===== src/rtl/pslp_pkg.sv =====
// Constants for the strap and indicator pin block
package pslp_pkg;
  localparam int ADDR_W = 5;
  localparam int BIT_ACT = 0;
  localparam int BIT_COL = 1;
  localparam int BIT_LNK = 2;
  localparam int BIT_TX = 3;
  localparam int BIT_RX = 4;
  localparam int SYNC_W = 3;
  localparam logic [4:0] ADDR_RST = 5'h00;
  localparam logic [1:0] ST_RESET = 2'h0;
  localparam logic [1:0] ST_RUN = 2'h1;
  typedef enum logic [1:0] {
    PSLP_IN_RESET = 2'b00,
    PSLP_LATCH = 2'b01,
    PSLP_RUN = 2'b10
  } pslp_state_t;
endpackage : pslp_pkg


===== src/rtl/pslp_sync.sv =====
// Three-stage synchroniser with agreement of last two stages
`timescale 1ns/1ps
`default_nettype none
module pslp_sync (
  input wire logic mclk,
  input wire logic rst,
  input wire logic async_in,
  output logic sync_out
);
  logic s1_r;
  logic s2_r;
  logic s3_r;
  always_ff @(posedge mclk) begin
    s1_r <= async_in;
    s2_r <= s1_r;
    s3_r <= s2_r;
  end
  // Change counts only once stages two and three agree
  always_ff @(posedge mclk) begin
    if (rst) begin
      sync_out <= 1'h0;
    end else if (s2_r == s3_r) begin
      sync_out <= s3_r;
    end
  end
endmodule : pslp_sync
`default_nettype wire


===== src/rtl/pslp_top.sv =====
// Strap sampling and indicator drive on shared PHY pins
`timescale 1ns/1ps
`default_nettype none
module pslp_top (
  input wire logic mclk,
  input wire logic rst,
  input wire logic hw_reset_low_in,
  input wire logic tx_activity,
  input wire logic rx_activity,
  input wire logic any_activity,
  input wire logic collision,
  input wire logic link_up,
  input wire logic speed_100,
  input wire logic addr0_activity_pin_i,
  output logic addr0_activity_pin_o,
  output logic addr0_activity_pin_oe,
  input wire logic addr1_collision_pin_i,
  output logic addr1_collision_pin_o,
  output logic addr1_collision_pin_oe,
  input wire logic addr2_link_pin_i,
  output logic addr2_link_pin_o,
  output logic addr2_link_pin_oe,
  input wire logic addr3_tx_indicator_pin_i,
  output logic addr3_tx_indicator_pin_o,
  output logic addr3_tx_indicator_pin_oe,
  input wire logic addr4_rx_indicator_pin_i,
  output logic addr4_rx_indicator_pin_o,
  output logic addr4_rx_indicator_pin_oe,
  output logic speed_indicator_out,
  output logic [pslp_pkg::ADDR_W-1:0] phy_addr,
  output logic in_reset
);
  logic rstn_s;
  logic [pslp_pkg::ADDR_W-1:0] pin_in;
  logic [pslp_pkg::ADDR_W-1:0] pin_s;
  logic [pslp_pkg::ADDR_W-1:0] led_nxt;
  logic [pslp_pkg::ADDR_W-1:0] led_r;
  logic [pslp_pkg::ADDR_W-1:0] addr_r;
  logic oe_r;
  logic speed_r;
  pslp_pkg::pslp_state_t state_r;
  pslp_pkg::pslp_state_t state_nxt;

  // State decodes shared by the strap latch, the drivers and the status output
  function automatic logic st_holding(input pslp_pkg::pslp_state_t st);
    return st == pslp_pkg::PSLP_IN_RESET;
  endfunction : st_holding

  function automatic logic st_running(input pslp_pkg::pslp_state_t st);
    return st == pslp_pkg::PSLP_RUN;
  endfunction : st_running

  // Reset pin is asynchronous to mclk, so it is synchronised too
  pslp_sync u_rst_sync (
    .mclk(mclk),
    .rst(rst),
    .async_in(hw_reset_low_in),
    .sync_out(rstn_s)
  );

  assign pin_in = {addr4_rx_indicator_pin_i, addr3_tx_indicator_pin_i, addr2_link_pin_i,
                   addr1_collision_pin_i, addr0_activity_pin_i};

  genvar gi;
  generate
    for (gi = 0; gi < pslp_pkg::ADDR_W; gi++) begin : g_sync
      pslp_sync u_pin_sync (
        .mclk(mclk),
        .rst(rst),
        .async_in(pin_in[gi]),
        .sync_out(pin_s[gi])
      );
    end
  endgenerate

  always_comb begin
    state_nxt = state_r;
    case (state_r)
      pslp_pkg::PSLP_IN_RESET: begin
        if (rstn_s) begin
          state_nxt = pslp_pkg::PSLP_LATCH;
        end
      end
      pslp_pkg::PSLP_LATCH: begin
        state_nxt = rstn_s ? pslp_pkg::PSLP_RUN : pslp_pkg::PSLP_IN_RESET;
      end
      pslp_pkg::PSLP_RUN: begin
        if (!rstn_s) begin
          state_nxt = pslp_pkg::PSLP_IN_RESET;
        end
      end
      default: begin
        state_nxt = pslp_pkg::PSLP_IN_RESET;
      end
    endcase
  end

  always_ff @(posedge mclk) begin
    if (rst) begin
      state_r <= pslp_pkg::PSLP_IN_RESET;
    end else begin
      state_r <= state_nxt;
    end
  end

  // Straps track the pins all through reset; the value at release is kept
  always_ff @(posedge mclk) begin
    if (rst) begin
      addr_r <= pslp_pkg::ADDR_RST;
    end else if (st_holding(state_r) && !rstn_s) begin
      addr_r <= pin_s;
    end
  end

  always_comb begin
    led_nxt = '0;
    led_nxt[pslp_pkg::BIT_ACT] = any_activity;
    led_nxt[pslp_pkg::BIT_COL] = collision;
    led_nxt[pslp_pkg::BIT_LNK] = link_up;
    led_nxt[pslp_pkg::BIT_TX] = tx_activity;
    led_nxt[pslp_pkg::BIT_RX] = rx_activity;
  end

  // Drivers held off one cycle past release; after reset re-entry the latch still sees our own drive until pin_s catches up
  always_ff @(posedge mclk) begin
    if (rst) begin
      oe_r <= 1'h0;
      led_r <= '0;
    end else begin
      oe_r <= st_running(state_r) && rstn_s;
      led_r <= st_running(state_r) ? led_nxt : '0;
    end
  end

  always_ff @(posedge mclk) begin
    if (rst) begin
      speed_r <= 1'h0;
    end else begin
      speed_r <= speed_100;
    end
  end

  assign addr0_activity_pin_o = led_r[pslp_pkg::BIT_ACT];
  assign addr1_collision_pin_o = led_r[pslp_pkg::BIT_COL];
  assign addr2_link_pin_o = led_r[pslp_pkg::BIT_LNK];
  assign addr3_tx_indicator_pin_o = led_r[pslp_pkg::BIT_TX];
  assign addr4_rx_indicator_pin_o = led_r[pslp_pkg::BIT_RX];
  assign addr0_activity_pin_oe = oe_r;
  assign addr1_collision_pin_oe = oe_r;
  assign addr2_link_pin_oe = oe_r;
  assign addr3_tx_indicator_pin_oe = oe_r;
  assign addr4_rx_indicator_pin_oe = oe_r;
  assign speed_indicator_out = speed_r;
  assign phy_addr = addr_r;
  assign in_reset = !st_running(state_r);

  chk_strap_tx_bit: assert property (@(posedge mclk) disable iff (rst)
    (state_r == pslp_pkg::PSLP_IN_RESET && !rstn_s)
    |=> phy_addr[pslp_pkg::BIT_TX] == $past(pin_s[pslp_pkg::BIT_TX]))
    else $error("tx strap not sampled");
  chk_strap_rx_bit: assert property (@(posedge mclk) disable iff (rst)
    (state_r == pslp_pkg::PSLP_IN_RESET && !rstn_s)
    |=> phy_addr[pslp_pkg::BIT_RX] == $past(pin_s[pslp_pkg::BIT_RX]))
    else $error("rx strap not sampled");
  chk_strap_low_bits: assert property (@(posedge mclk) disable iff (rst)
    (state_r == pslp_pkg::PSLP_IN_RESET && !rstn_s)
    |=> phy_addr[pslp_pkg::BIT_LNK:pslp_pkg::BIT_ACT] == $past(pin_s[pslp_pkg::BIT_LNK:pslp_pkg::BIT_ACT]))
    else $error("low strap bits wrong");
  chk_addr_hold: assert property (@(posedge mclk) disable iff (rst)
    (state_r == pslp_pkg::PSLP_RUN)
    |=> $stable(phy_addr))
    else $error("address changed while running");
  chk_latch_keep: assert property (@(posedge mclk) disable iff (rst)
    (state_r == pslp_pkg::PSLP_LATCH)
    |=> $stable(phy_addr))
    else $error("address moved on release");
  chk_no_drive_reset: assert property (@(posedge mclk) disable iff (rst)
    (!rstn_s)
    |=> !addr3_tx_indicator_pin_oe && !addr4_rx_indicator_pin_oe)
    else $error("pin driven during reset");
  // Covers the latch cycle too, where the synced reset is already high
  chk_no_drive_hold: assert property (@(posedge mclk) disable iff (rst)
    in_reset
    |=> !(addr0_activity_pin_oe || addr1_collision_pin_oe || addr2_link_pin_oe
          || addr3_tx_indicator_pin_oe || addr4_rx_indicator_pin_oe))
    else $error("pin driven before run");
  chk_low_pins_drive: assert property (@(posedge mclk) disable iff (rst)
    (state_r == pslp_pkg::PSLP_RUN && rstn_s)
    |=> addr0_activity_pin_oe && addr1_collision_pin_oe && addr2_link_pin_oe)
    else $error("low pins not driven in run");
  chk_led_dark_hold: assert property (@(posedge mclk) disable iff (rst)
    in_reset
    |=> !addr3_tx_indicator_pin_o && !addr4_rx_indicator_pin_o)
    else $error("indicator lit outside run");
  chk_tx_led_follow: assert property (@(posedge mclk) disable iff (rst)
    (state_r == pslp_pkg::PSLP_RUN && rstn_s)
    |=> addr3_tx_indicator_pin_oe && addr3_tx_indicator_pin_o == $past(tx_activity))
    else $error("tx led wrong");
  chk_rx_led_follow: assert property (@(posedge mclk) disable iff (rst)
    (state_r == pslp_pkg::PSLP_RUN && rstn_s)
    |=> addr4_rx_indicator_pin_oe && addr4_rx_indicator_pin_o == $past(rx_activity))
    else $error("rx led wrong");
  chk_speed_follow: assert property (@(posedge mclk) disable iff (rst)
    1'h1
    |=> speed_indicator_out == $past(speed_100))
    else $error("speed output wrong");
  chk_reset_enter: assert property (@(posedge mclk) disable iff (rst)
    (!rstn_s)
    |=> in_reset)
    else $error("not in reset while reset low");
  chk_release_run: assert property (@(posedge mclk) disable iff (rst)
    (state_r == pslp_pkg::PSLP_IN_RESET && rstn_s) ##1 rstn_s
    |=> !in_reset)
    else $error("did not run after release");
endmodule : pslp_top
`default_nettype wire


===== config.mk =====
export PLATFORM = sky130hd
export DESIGN_NAME = pslp_top
export DESIGN_NICKNAME = d
export VERILOG_FILES = /design/src/rtl/pslp_pkg.sv /design/src/rtl/pslp_sync.sv /design/src/rtl/pslp_top.sv
export SDC_FILE = /design/constraint.sdc
export NUM_CORES = 1
export LEC_CHECK = 0
export BUFFER_PORTS_ARGS = -buffer_cell sky130_fd_sc_hd__buf_2
export CAP_MARGIN = 10
export CELL_PAD_IN_SITES_DETAIL_PLACEMENT = 1
export CELL_PAD_IN_SITES_GLOBAL_PLACEMENT = 2
export CORE_MARGIN = 2
export CORE_UTILIZATION = 28
export DETAILED_ROUTE_END_ITERATION = 7
export HOLD_SLACK_MARGIN = 0.12
export PLACE_DENSITY_LB_ADDON = 0.1
export SLEW_MARGIN = 20
export SYNTH_ARGS = -nofsm -noshare
export SYNTH_HDL_FRONTEND = slang
export SYNTH_HIERARCHICAL = 1
export SYNTH_SLANG_ARGS = --single-unit

===== constraint.sdc =====
create_clock -name mclk -period 1.2 [get_ports mclk]
set_input_delay 0.3 -clock mclk [delete_from_list [all_inputs] [get_ports mclk]]
set_output_delay 0.3 -clock mclk [all_outputs]
set_load 0.01 [all_outputs]

==> results of run 1 <==
[worst max-delay path, stage by stage, from the launching register on]
cell,delay (ns)
dfxtp_4,0.34
or2b_1,0.23
buf_2,0.14
[synth_stat cells, drive strengths merged]
cell type	number	share of area, %
or2b	1	0.69
nand2b	2	1.1
nand2	6	2.1
clkbuf	1	0.34
or4b	5	4.6
a21oi	12	5.5
nor2b	1	0.57
dfxtp	38	70
nor3b	1	0.69
o21ai	6	2.8
nor3	1	0.46
nor2	1	0.34
and2	5	2.9
o31ai	5	3.4
buf	6	4.8
[per-layer routing]
layer  up-vias  GRT usage (%)
li1        390              -
met1       371          10.03
met2        22          19.50
met3         7          4.770
met4         0          9.949
met5         -              0
[through the flow]
step	hold WS (ns)	instances	instance area (um^2)	worst slack [ns]
CTS	0.2039	182	1475	-0.1053
global placement	0.3102	166	1275	-0.02846
finish	0.2093	182	1488	-0.09371
global route	0.2051	182	1488	-0.1408
floorplan	0.3096	91	1091	0.08099
detailed placement	0.3143	166	1275	-0.07132
[power groups by stage]
stage          Clock (mW)  Sequential [mW]  Combinational [mW]
5_1_grt              1.10             1.36               0.136
3_5_place_dp            0             1.39              0.0924
6_report             1.00             1.35               0.120
4_1_cts              1.04             1.35               0.119
3_3_place_gp            0             1.38              0.0888
2_1_floorplan           0             1.37              0.0454
[cells in the final DEF (no fill, tap or decap)]
master,Yosys,layout
dfxtp_1,38,36
buf_4,4,6
buf_2,0,30
o31ai_1,5,5
nand2b_1,2,2
nor2_1,1,1
nor3b_2,0,1
o21ai_1,6,6
or2b_1,1,1
dfxtp_4,0,2
nand2_1,6,6
a21oi_2,0,2
nor3_1,1,1
clkbuf_8,0,8
dlygate4sd3_1,0,6
nor2b_1,1,1
a21oi_1,12,10
or4b_4,0,2
or4b_1,5,3
and2_1,5,5
[cell type report]
| type | instances | area [um^2] |
|---|---|---|
| timing repair buffer | 42 | 255.2 |
| clock buffer | 8 | 110.1 |
| sequential | 38 | 768.2 |
| fill | 421 | 2228 |
| tap | 48 | 60.06 |
| multi-input combinational | 46 | 294.0 |
[worst min-delay path by stage]
stage                              start  cells after the start                         to  slack, ns
2_1_floorplan  g_sync[0].u_pin_sync/s1_r                      0  g_sync[0].u_pin_sync/s2_r       0.31
3_3_place_gp   g_sync[1].u_pin_sync/s1_r                      0  g_sync[1].u_pin_sync/s2_r       0.31
3_5_place_dp   g_sync[4].u_pin_sync/s1_r                      0  g_sync[4].u_pin_sync/s2_r       0.31
4_1_cts                      rx_activity                      2                   led_r[4]       0.20
5_1_grt                        collision                      2                   led_r[1]       0.21
6_report                     rx_activity                      2                   led_r[4]       0.21
[repair_timing]
action	in CTS	in global routing
hold buffers	6	0
endpoints found under the hold margin	6	0
setup endpoints to repair	10	11
resized for setup	6	3
setup buffers	2	0
pin swaps	0	0
[registers in the layout, summed over array words and instances (netlist names)]
signal,cells
g_sync.u_pin_sync/s2_r,5
speed_indicator_out,1
u_rst_sync/s1_r,1
u_rst_sync/s2_r,1
g_sync.u_pin_sync/sync_out,5
u_rst_sync/s3_r,1
addr0_activity_pin_oe,1
u_rst_sync/sync_out,1
g_sync.u_pin_sync/s1_r,5
led_r,5
phy_addr,5
state_r,2
g_sync.u_pin_sync/s3_r,5
[cell families after synthesis]
logic type,after synthesis,share of synthesized area [%]
buffers and inverters,7,5.160
DFF,38,69.72
AOI/OAI and AO/OA,23,11.70
and+or+nand+nor,23,13.42
==> reports/qor.yml, run 1 <==
drtIter0Drc: 24
core_area_mm2: 0.003716
port_buffers: 30
cts-buffers-inserted: 5
wl_met1_um: 829
drc_errors: 0
gp_congestion: 0.6593
p_switching_mw: 0.5025
drv_slew: 0
syn_inst: 91
crit_type: "flop to output port"
grtUsageTotal_pct: 11.36
power.share.sequential_pct: 54.6
syn_to_final_growth_pct: 36.35
vias: 790
p_int_mw: 1.966
endpoint_kind: "output port"
switching_share_pct: 20.36
drv_cap: 0
arrival_ns: 0.99
ctsLongestPathBuffers: 2
clkTransAtPathRegs_ns: 0.07
dieArea_mm2: 0.004412
fmax_ghz: 0.7730
worstMarginPinSlew_ns: 0.3881
finalHoldViolations: 0
setup_viol: 6
min_period_ns: 1.294
cp-start-kind: "flop"
r2r_cells: 3
dr_wl_met3_um: 122
dr.pass1.iters: 2
grt_pass1_vias: 838
finalCritPeriodShare_pct: 107.8
clock_power_share_pct: 40.6
grt_first_pass_wirelength_um: 3512
startpoint: "state_r[1]"
maxSlewHeadroom_pct: 74.09
violations: "negative setup slack"
dpl.hpwl_um: 1437
leakage_nw: 0.6666
rsz0062_at_grt: "true"
drive_above_1_share_pct: 38.06
crit_end: "in_reset"
synth.ff_latch_count: 38
syn-cell-area_mm2: 0.001091
required_ns: 0.90
num_io_pins: 31
grt-ovfl-total: 0
fin_skew_ns: 0.004262
diodes: 0
yosysUniqueCellTypes: 16
fin_setup_tns_ns: -0.2067
tritoncts: "built"
initial_utilization_pct: 29.36
rows: 22
pwr-share-comb_pct: 4.9
die_h_um: 66.42
finalPower_mw: 2.468
viasPerCell: 4.341
syn_area_per_cell_um2: 11.99
setup_ws_ns: -0.09371
met2_length_um: 1051
timing.rr.start: "state_r[1]"
fp.dieW_um: 66.42
grt_max_degree: 14
cts.sinks: 38
h-tree-depth: 2
crit_fanout: 2
drt-total-wl_um: 2077
syn_nets: 105
ir_worst_vdd_mv: 0.7508
reg2reg_slack_ns: -0.03
r2r-end: "phy_addr[0]"
routed.top_layer: "met4"
routedWlPerCell_um: 11.41
antenna_left: 0
ys_seq_area_share_pct: 69.72
min_path_type: "primary input to flop"
grt_antenna_before_repair: 0
yosysWarnings: 6
cts_root_buffer: "clkbuf_8"
nets: 147
outcome: "finished with violations"
cellPowerDensity_mw_per_mm2: 1659
clk_latency_ns: 0.29
fin_util_pct: 40.03
No activity file was read; power rests on OpenSTA's default activity.
==> run 2: changes to the inputs <==
--- a/config.mk
+++ b/config.mk
@@ -5,12 +5,14 @@
 export SDC_FILE = /design/constraint.sdc
 export NUM_CORES = 1
 export LEC_CHECK = 0
+export ABC_AREA = 1
 export BUFFER_PORTS_ARGS = -buffer_cell sky130_fd_sc_hd__buf_2
 export CAP_MARGIN = 10
 export CELL_PAD_IN_SITES_DETAIL_PLACEMENT = 1
 export CELL_PAD_IN_SITES_GLOBAL_PLACEMENT = 2
+export CORE_ASPECT_RATIO = 0.8
 export CORE_MARGIN = 2
-export CORE_UTILIZATION = 28
+export CORE_UTILIZATION = 27
 export DETAILED_ROUTE_END_ITERATION = 7
 export HOLD_SLACK_MARGIN = 0.12
 export PLACE_DENSITY_LB_ADDON = 0.1
==> reports/qor.yml, run 2 <==
syn_area_per_cell_um2: 10.27  # -14%
arrival_ns: 0.88  # -0.11 ns
syn_inst: 109  # +20%
dieArea_mm2: 0.004682  # +6.1%
ys_seq_area_share_pct: 67.93  # -1.8 points
gr-usage-met3_pct: 4.692  # -0.078 points
ys.flop_type: "dfxtp_1"
synth_edf_count: 0  # unchanged
grtUsageTotal_pct: 9.673  # -1.7 points
diodes: 0  # unchanged
crit_type: "flop to output port"
maxSlewHeadroom_pct: 81.91  # +7.8 points
cpMaxStageDelayCell: "dfxtp_4"
min_period_ns: 1.182  # -0.1117 ns
port_buffers: 30  # unchanged
syn_to_final_growth_pct: 32.63
yosysWarnings: 6  # unchanged
async_reset_ff_share_pct: 0  # unchanged
outcome: "finished, final reports clean"
synth.top_cell.area_share_pct: 67.93  # -1.8 points
cts_root_buffer: "clkbuf_8"
grt_pass1_vias: 770  # -8.1%
worstMarginPinSlew_ns: 0.2707  # -0.1174 ns
yosysUniqueCellTypes: 13  # -3
core_area_mm2: 0.003879  # +4.4%
initial_utilization_pct: 28.87  # -0.49 points
netlist_top_cells_area: "dfxtp_1 68%, nor2_1 6.0%, a21oi_1 4.9%, inv_1 4.4%, o21bai_1 4.0%"
fp.dieW_um: 76  # +14%
drtIter0Drc: 19  # -21%
final_common_cell: "dfxtp_1"
top_usage_layer: "met2"
nets: 163  # +11%
grt_first_pass_wirelength_um: 3325  # -5.3%
fin_util_pct: 38.29  # -1.7 points
clk_latency_ns: 0.28  # about the same
cts-buffers-inserted: 5  # unchanged
r2r_cells: 4  # +1
cts.sinks: 38  # unchanged
die_h_um: 61.60  # -7.3%
syn_nets: 123  # +17%
cp-start-kind: "flop"
rsz0062_at_grt: "true"
grt-ovfl-total: 0  # unchanged
min_path_type: "primary input to flop"
fin_skew_ns: 0.007341  # +0.003079 ns
cellPowerDensity_mw_per_mm2: 1592  # -4.0%
gp_congestion: 0.6620  # +0.41%
synth.ff_latch_count: 38  # unchanged
tritoncts: "built"
h-tree-depth: 2  # unchanged
dr.pass1.iters: 3  # +1
vias: 799  # +1.1%
syn-cell-area_mm2: 0.001120  # +2.6%
setup_viol: 0  # -6
dpl.hpwl_um: 1493  # +3.9%
endpoint_kind: "output port"
antenna_left: 0  # unchanged
drv_cap: 0  # unchanged
critPathMaxStageDelay_ns: 0.37  # +0.03 ns
routedWlPerCell_um: 10.01  # -12%
drc_errors: 0  # unchanged
viasPerCell: 3.898  # -10%
ir_worst_vdd_mv: 0.6566  # -13%
num_io_pins: 31  # unchanged
placed_area_mm2: 0.001305  # +2.4%
required_ns: 0.90  # about the same
drv_slew: 0  # unchanged
layout_common_cells: "36 x dfxtp_1, 29 x buf_2, 18 x nor2_1, 12 x inv_1, 11 x a21oi_1"
final_area_mm2: 0.001485  # -0.17%
finalHoldViolations: 0  # unchanged
drive_above_1_share_pct: 30.67  # -7.4 points
leakage_nw: 0.7262  # +8.9%
grt_max_degree: 12  # -2
holdPathStages: 3  # +1
gr-usage-met1_pct: 10.10  # +0.068 points
cp_cell_sequence: "inv_2 > nand2_2 > buf_6"
finalCritPeriodShare_pct: 98.50  # -9.3 points
drt-total-wl_um: 2052  # -1.2%
synthTopCellsByCount: "38 x dfxtp_1, 18 x nor2_1, 13 x inv_1, 11 x a21oi_1, 8 x nand2_1"
rows: 20  # -9.1%
ctsLongestPathBuffers: 2  # unchanged
yosysMostFrequentCell: "dfxtp_1"
grt_antenna_before_repair: 0  # unchanged
synth_area_leader_cell: "dfxtp_1"
grt_use_met2_pct: 16.33  # -3.2 points
fmax_ghz: 0.8460  # +9.5%
clkTransAtPathRegs_ns: 0.07  # about the same
crit_fanout: 4  # +2
## run 2: cell types whose count changed after synthesis, moves of 2 or more
cell,previous run,this run
and2_1,5,0
inv_1,0,13
nand2_1,6,8
nand2b_1,2,0
nand3_1,0,6
nor2_1,1,18
o21ai_1,6,0
o21bai_1,0,6
o31ai_1,5,0
or4b_1,5,0
## run 2: path summary, 6_finish.rpt
kind	start	to	slack (ns)
min reg2reg	g_sync[3].u_pin_sync/s1_r	g_sync[3].u_pin_sync/s2_r	0.33
max reg2reg	state_r[1]	phy_addr[2]	0.23
min	rx_activity	led_r[4]	0.22
max	state_r[0]	in_reset	0.02
## run 2: through the flow
step | worst slack, ns | hold WS, ns | total power, mW | cells | TNS [ns]
after floorplan | 0.3479 | 0.3096 | 1.454 | 109 | 0
after global placement | 0.1619 | 0.3100 | 1.504 | 190 | 0
after detailed placement | 0.07689 | 0.3135 | 1.515 | 190 | 0
after CTS | 0.01679 | 0.2145 | 2.410 | 204 | 0
after global routing | -0.01479 | 0.2178 | 2.478 | 205 | -0.01479
final | 0.01801 | 0.2225 | 2.364 | 205 | 0
## run 2: layer usage
layer	wire length, um	vias up
li1	-	414
met1	965	365
met2	952	18
met3	109	2
met4	25	0
met5	0	-
## run 2: area by class of cell
class	instances	area (um^2)
clock inverters	1	5.005
repair buffers	38	231.5
clock buffers	7	86.33
well taps	55	68.82
flip-flops and latches	38	768.2
fillers	456	2394
inverters	14	66.31
multi-input cells	52	259.0
## run 2: what timing repair did
action / CTS / global route
endpoints found under the hold margin: 6 / 0
hold buffers: 6 / 0
pin swaps: 0 / 0
setup buffers: 0 / 1
gates cloned: 0 / 0
setup endpoints to repair: 1 / 5
gates resized for setup: 5 / 3
## run 2: logic make-up after synthesis
| family | share of synthesized area [%] |
|---|---|
| buf+inv | 9.610 |
| simple gates | 13.52 |
| compound gates | 8.938 |
| flops | 67.93 |
## run 2: critical path: cells and delay by family (launching register included)
kind / cells / cell delay (ns)
buf+inv: 2 / 0.18
flops: 1 / 0.37
simple gates: 1 / 0.05
## run 2: power breakdown
part	switching, mW	internal, mW
clock	0.405	0.463
combinational	0.0688	0.0796
sequential	0.0300	1.32
total	0.504	1.86
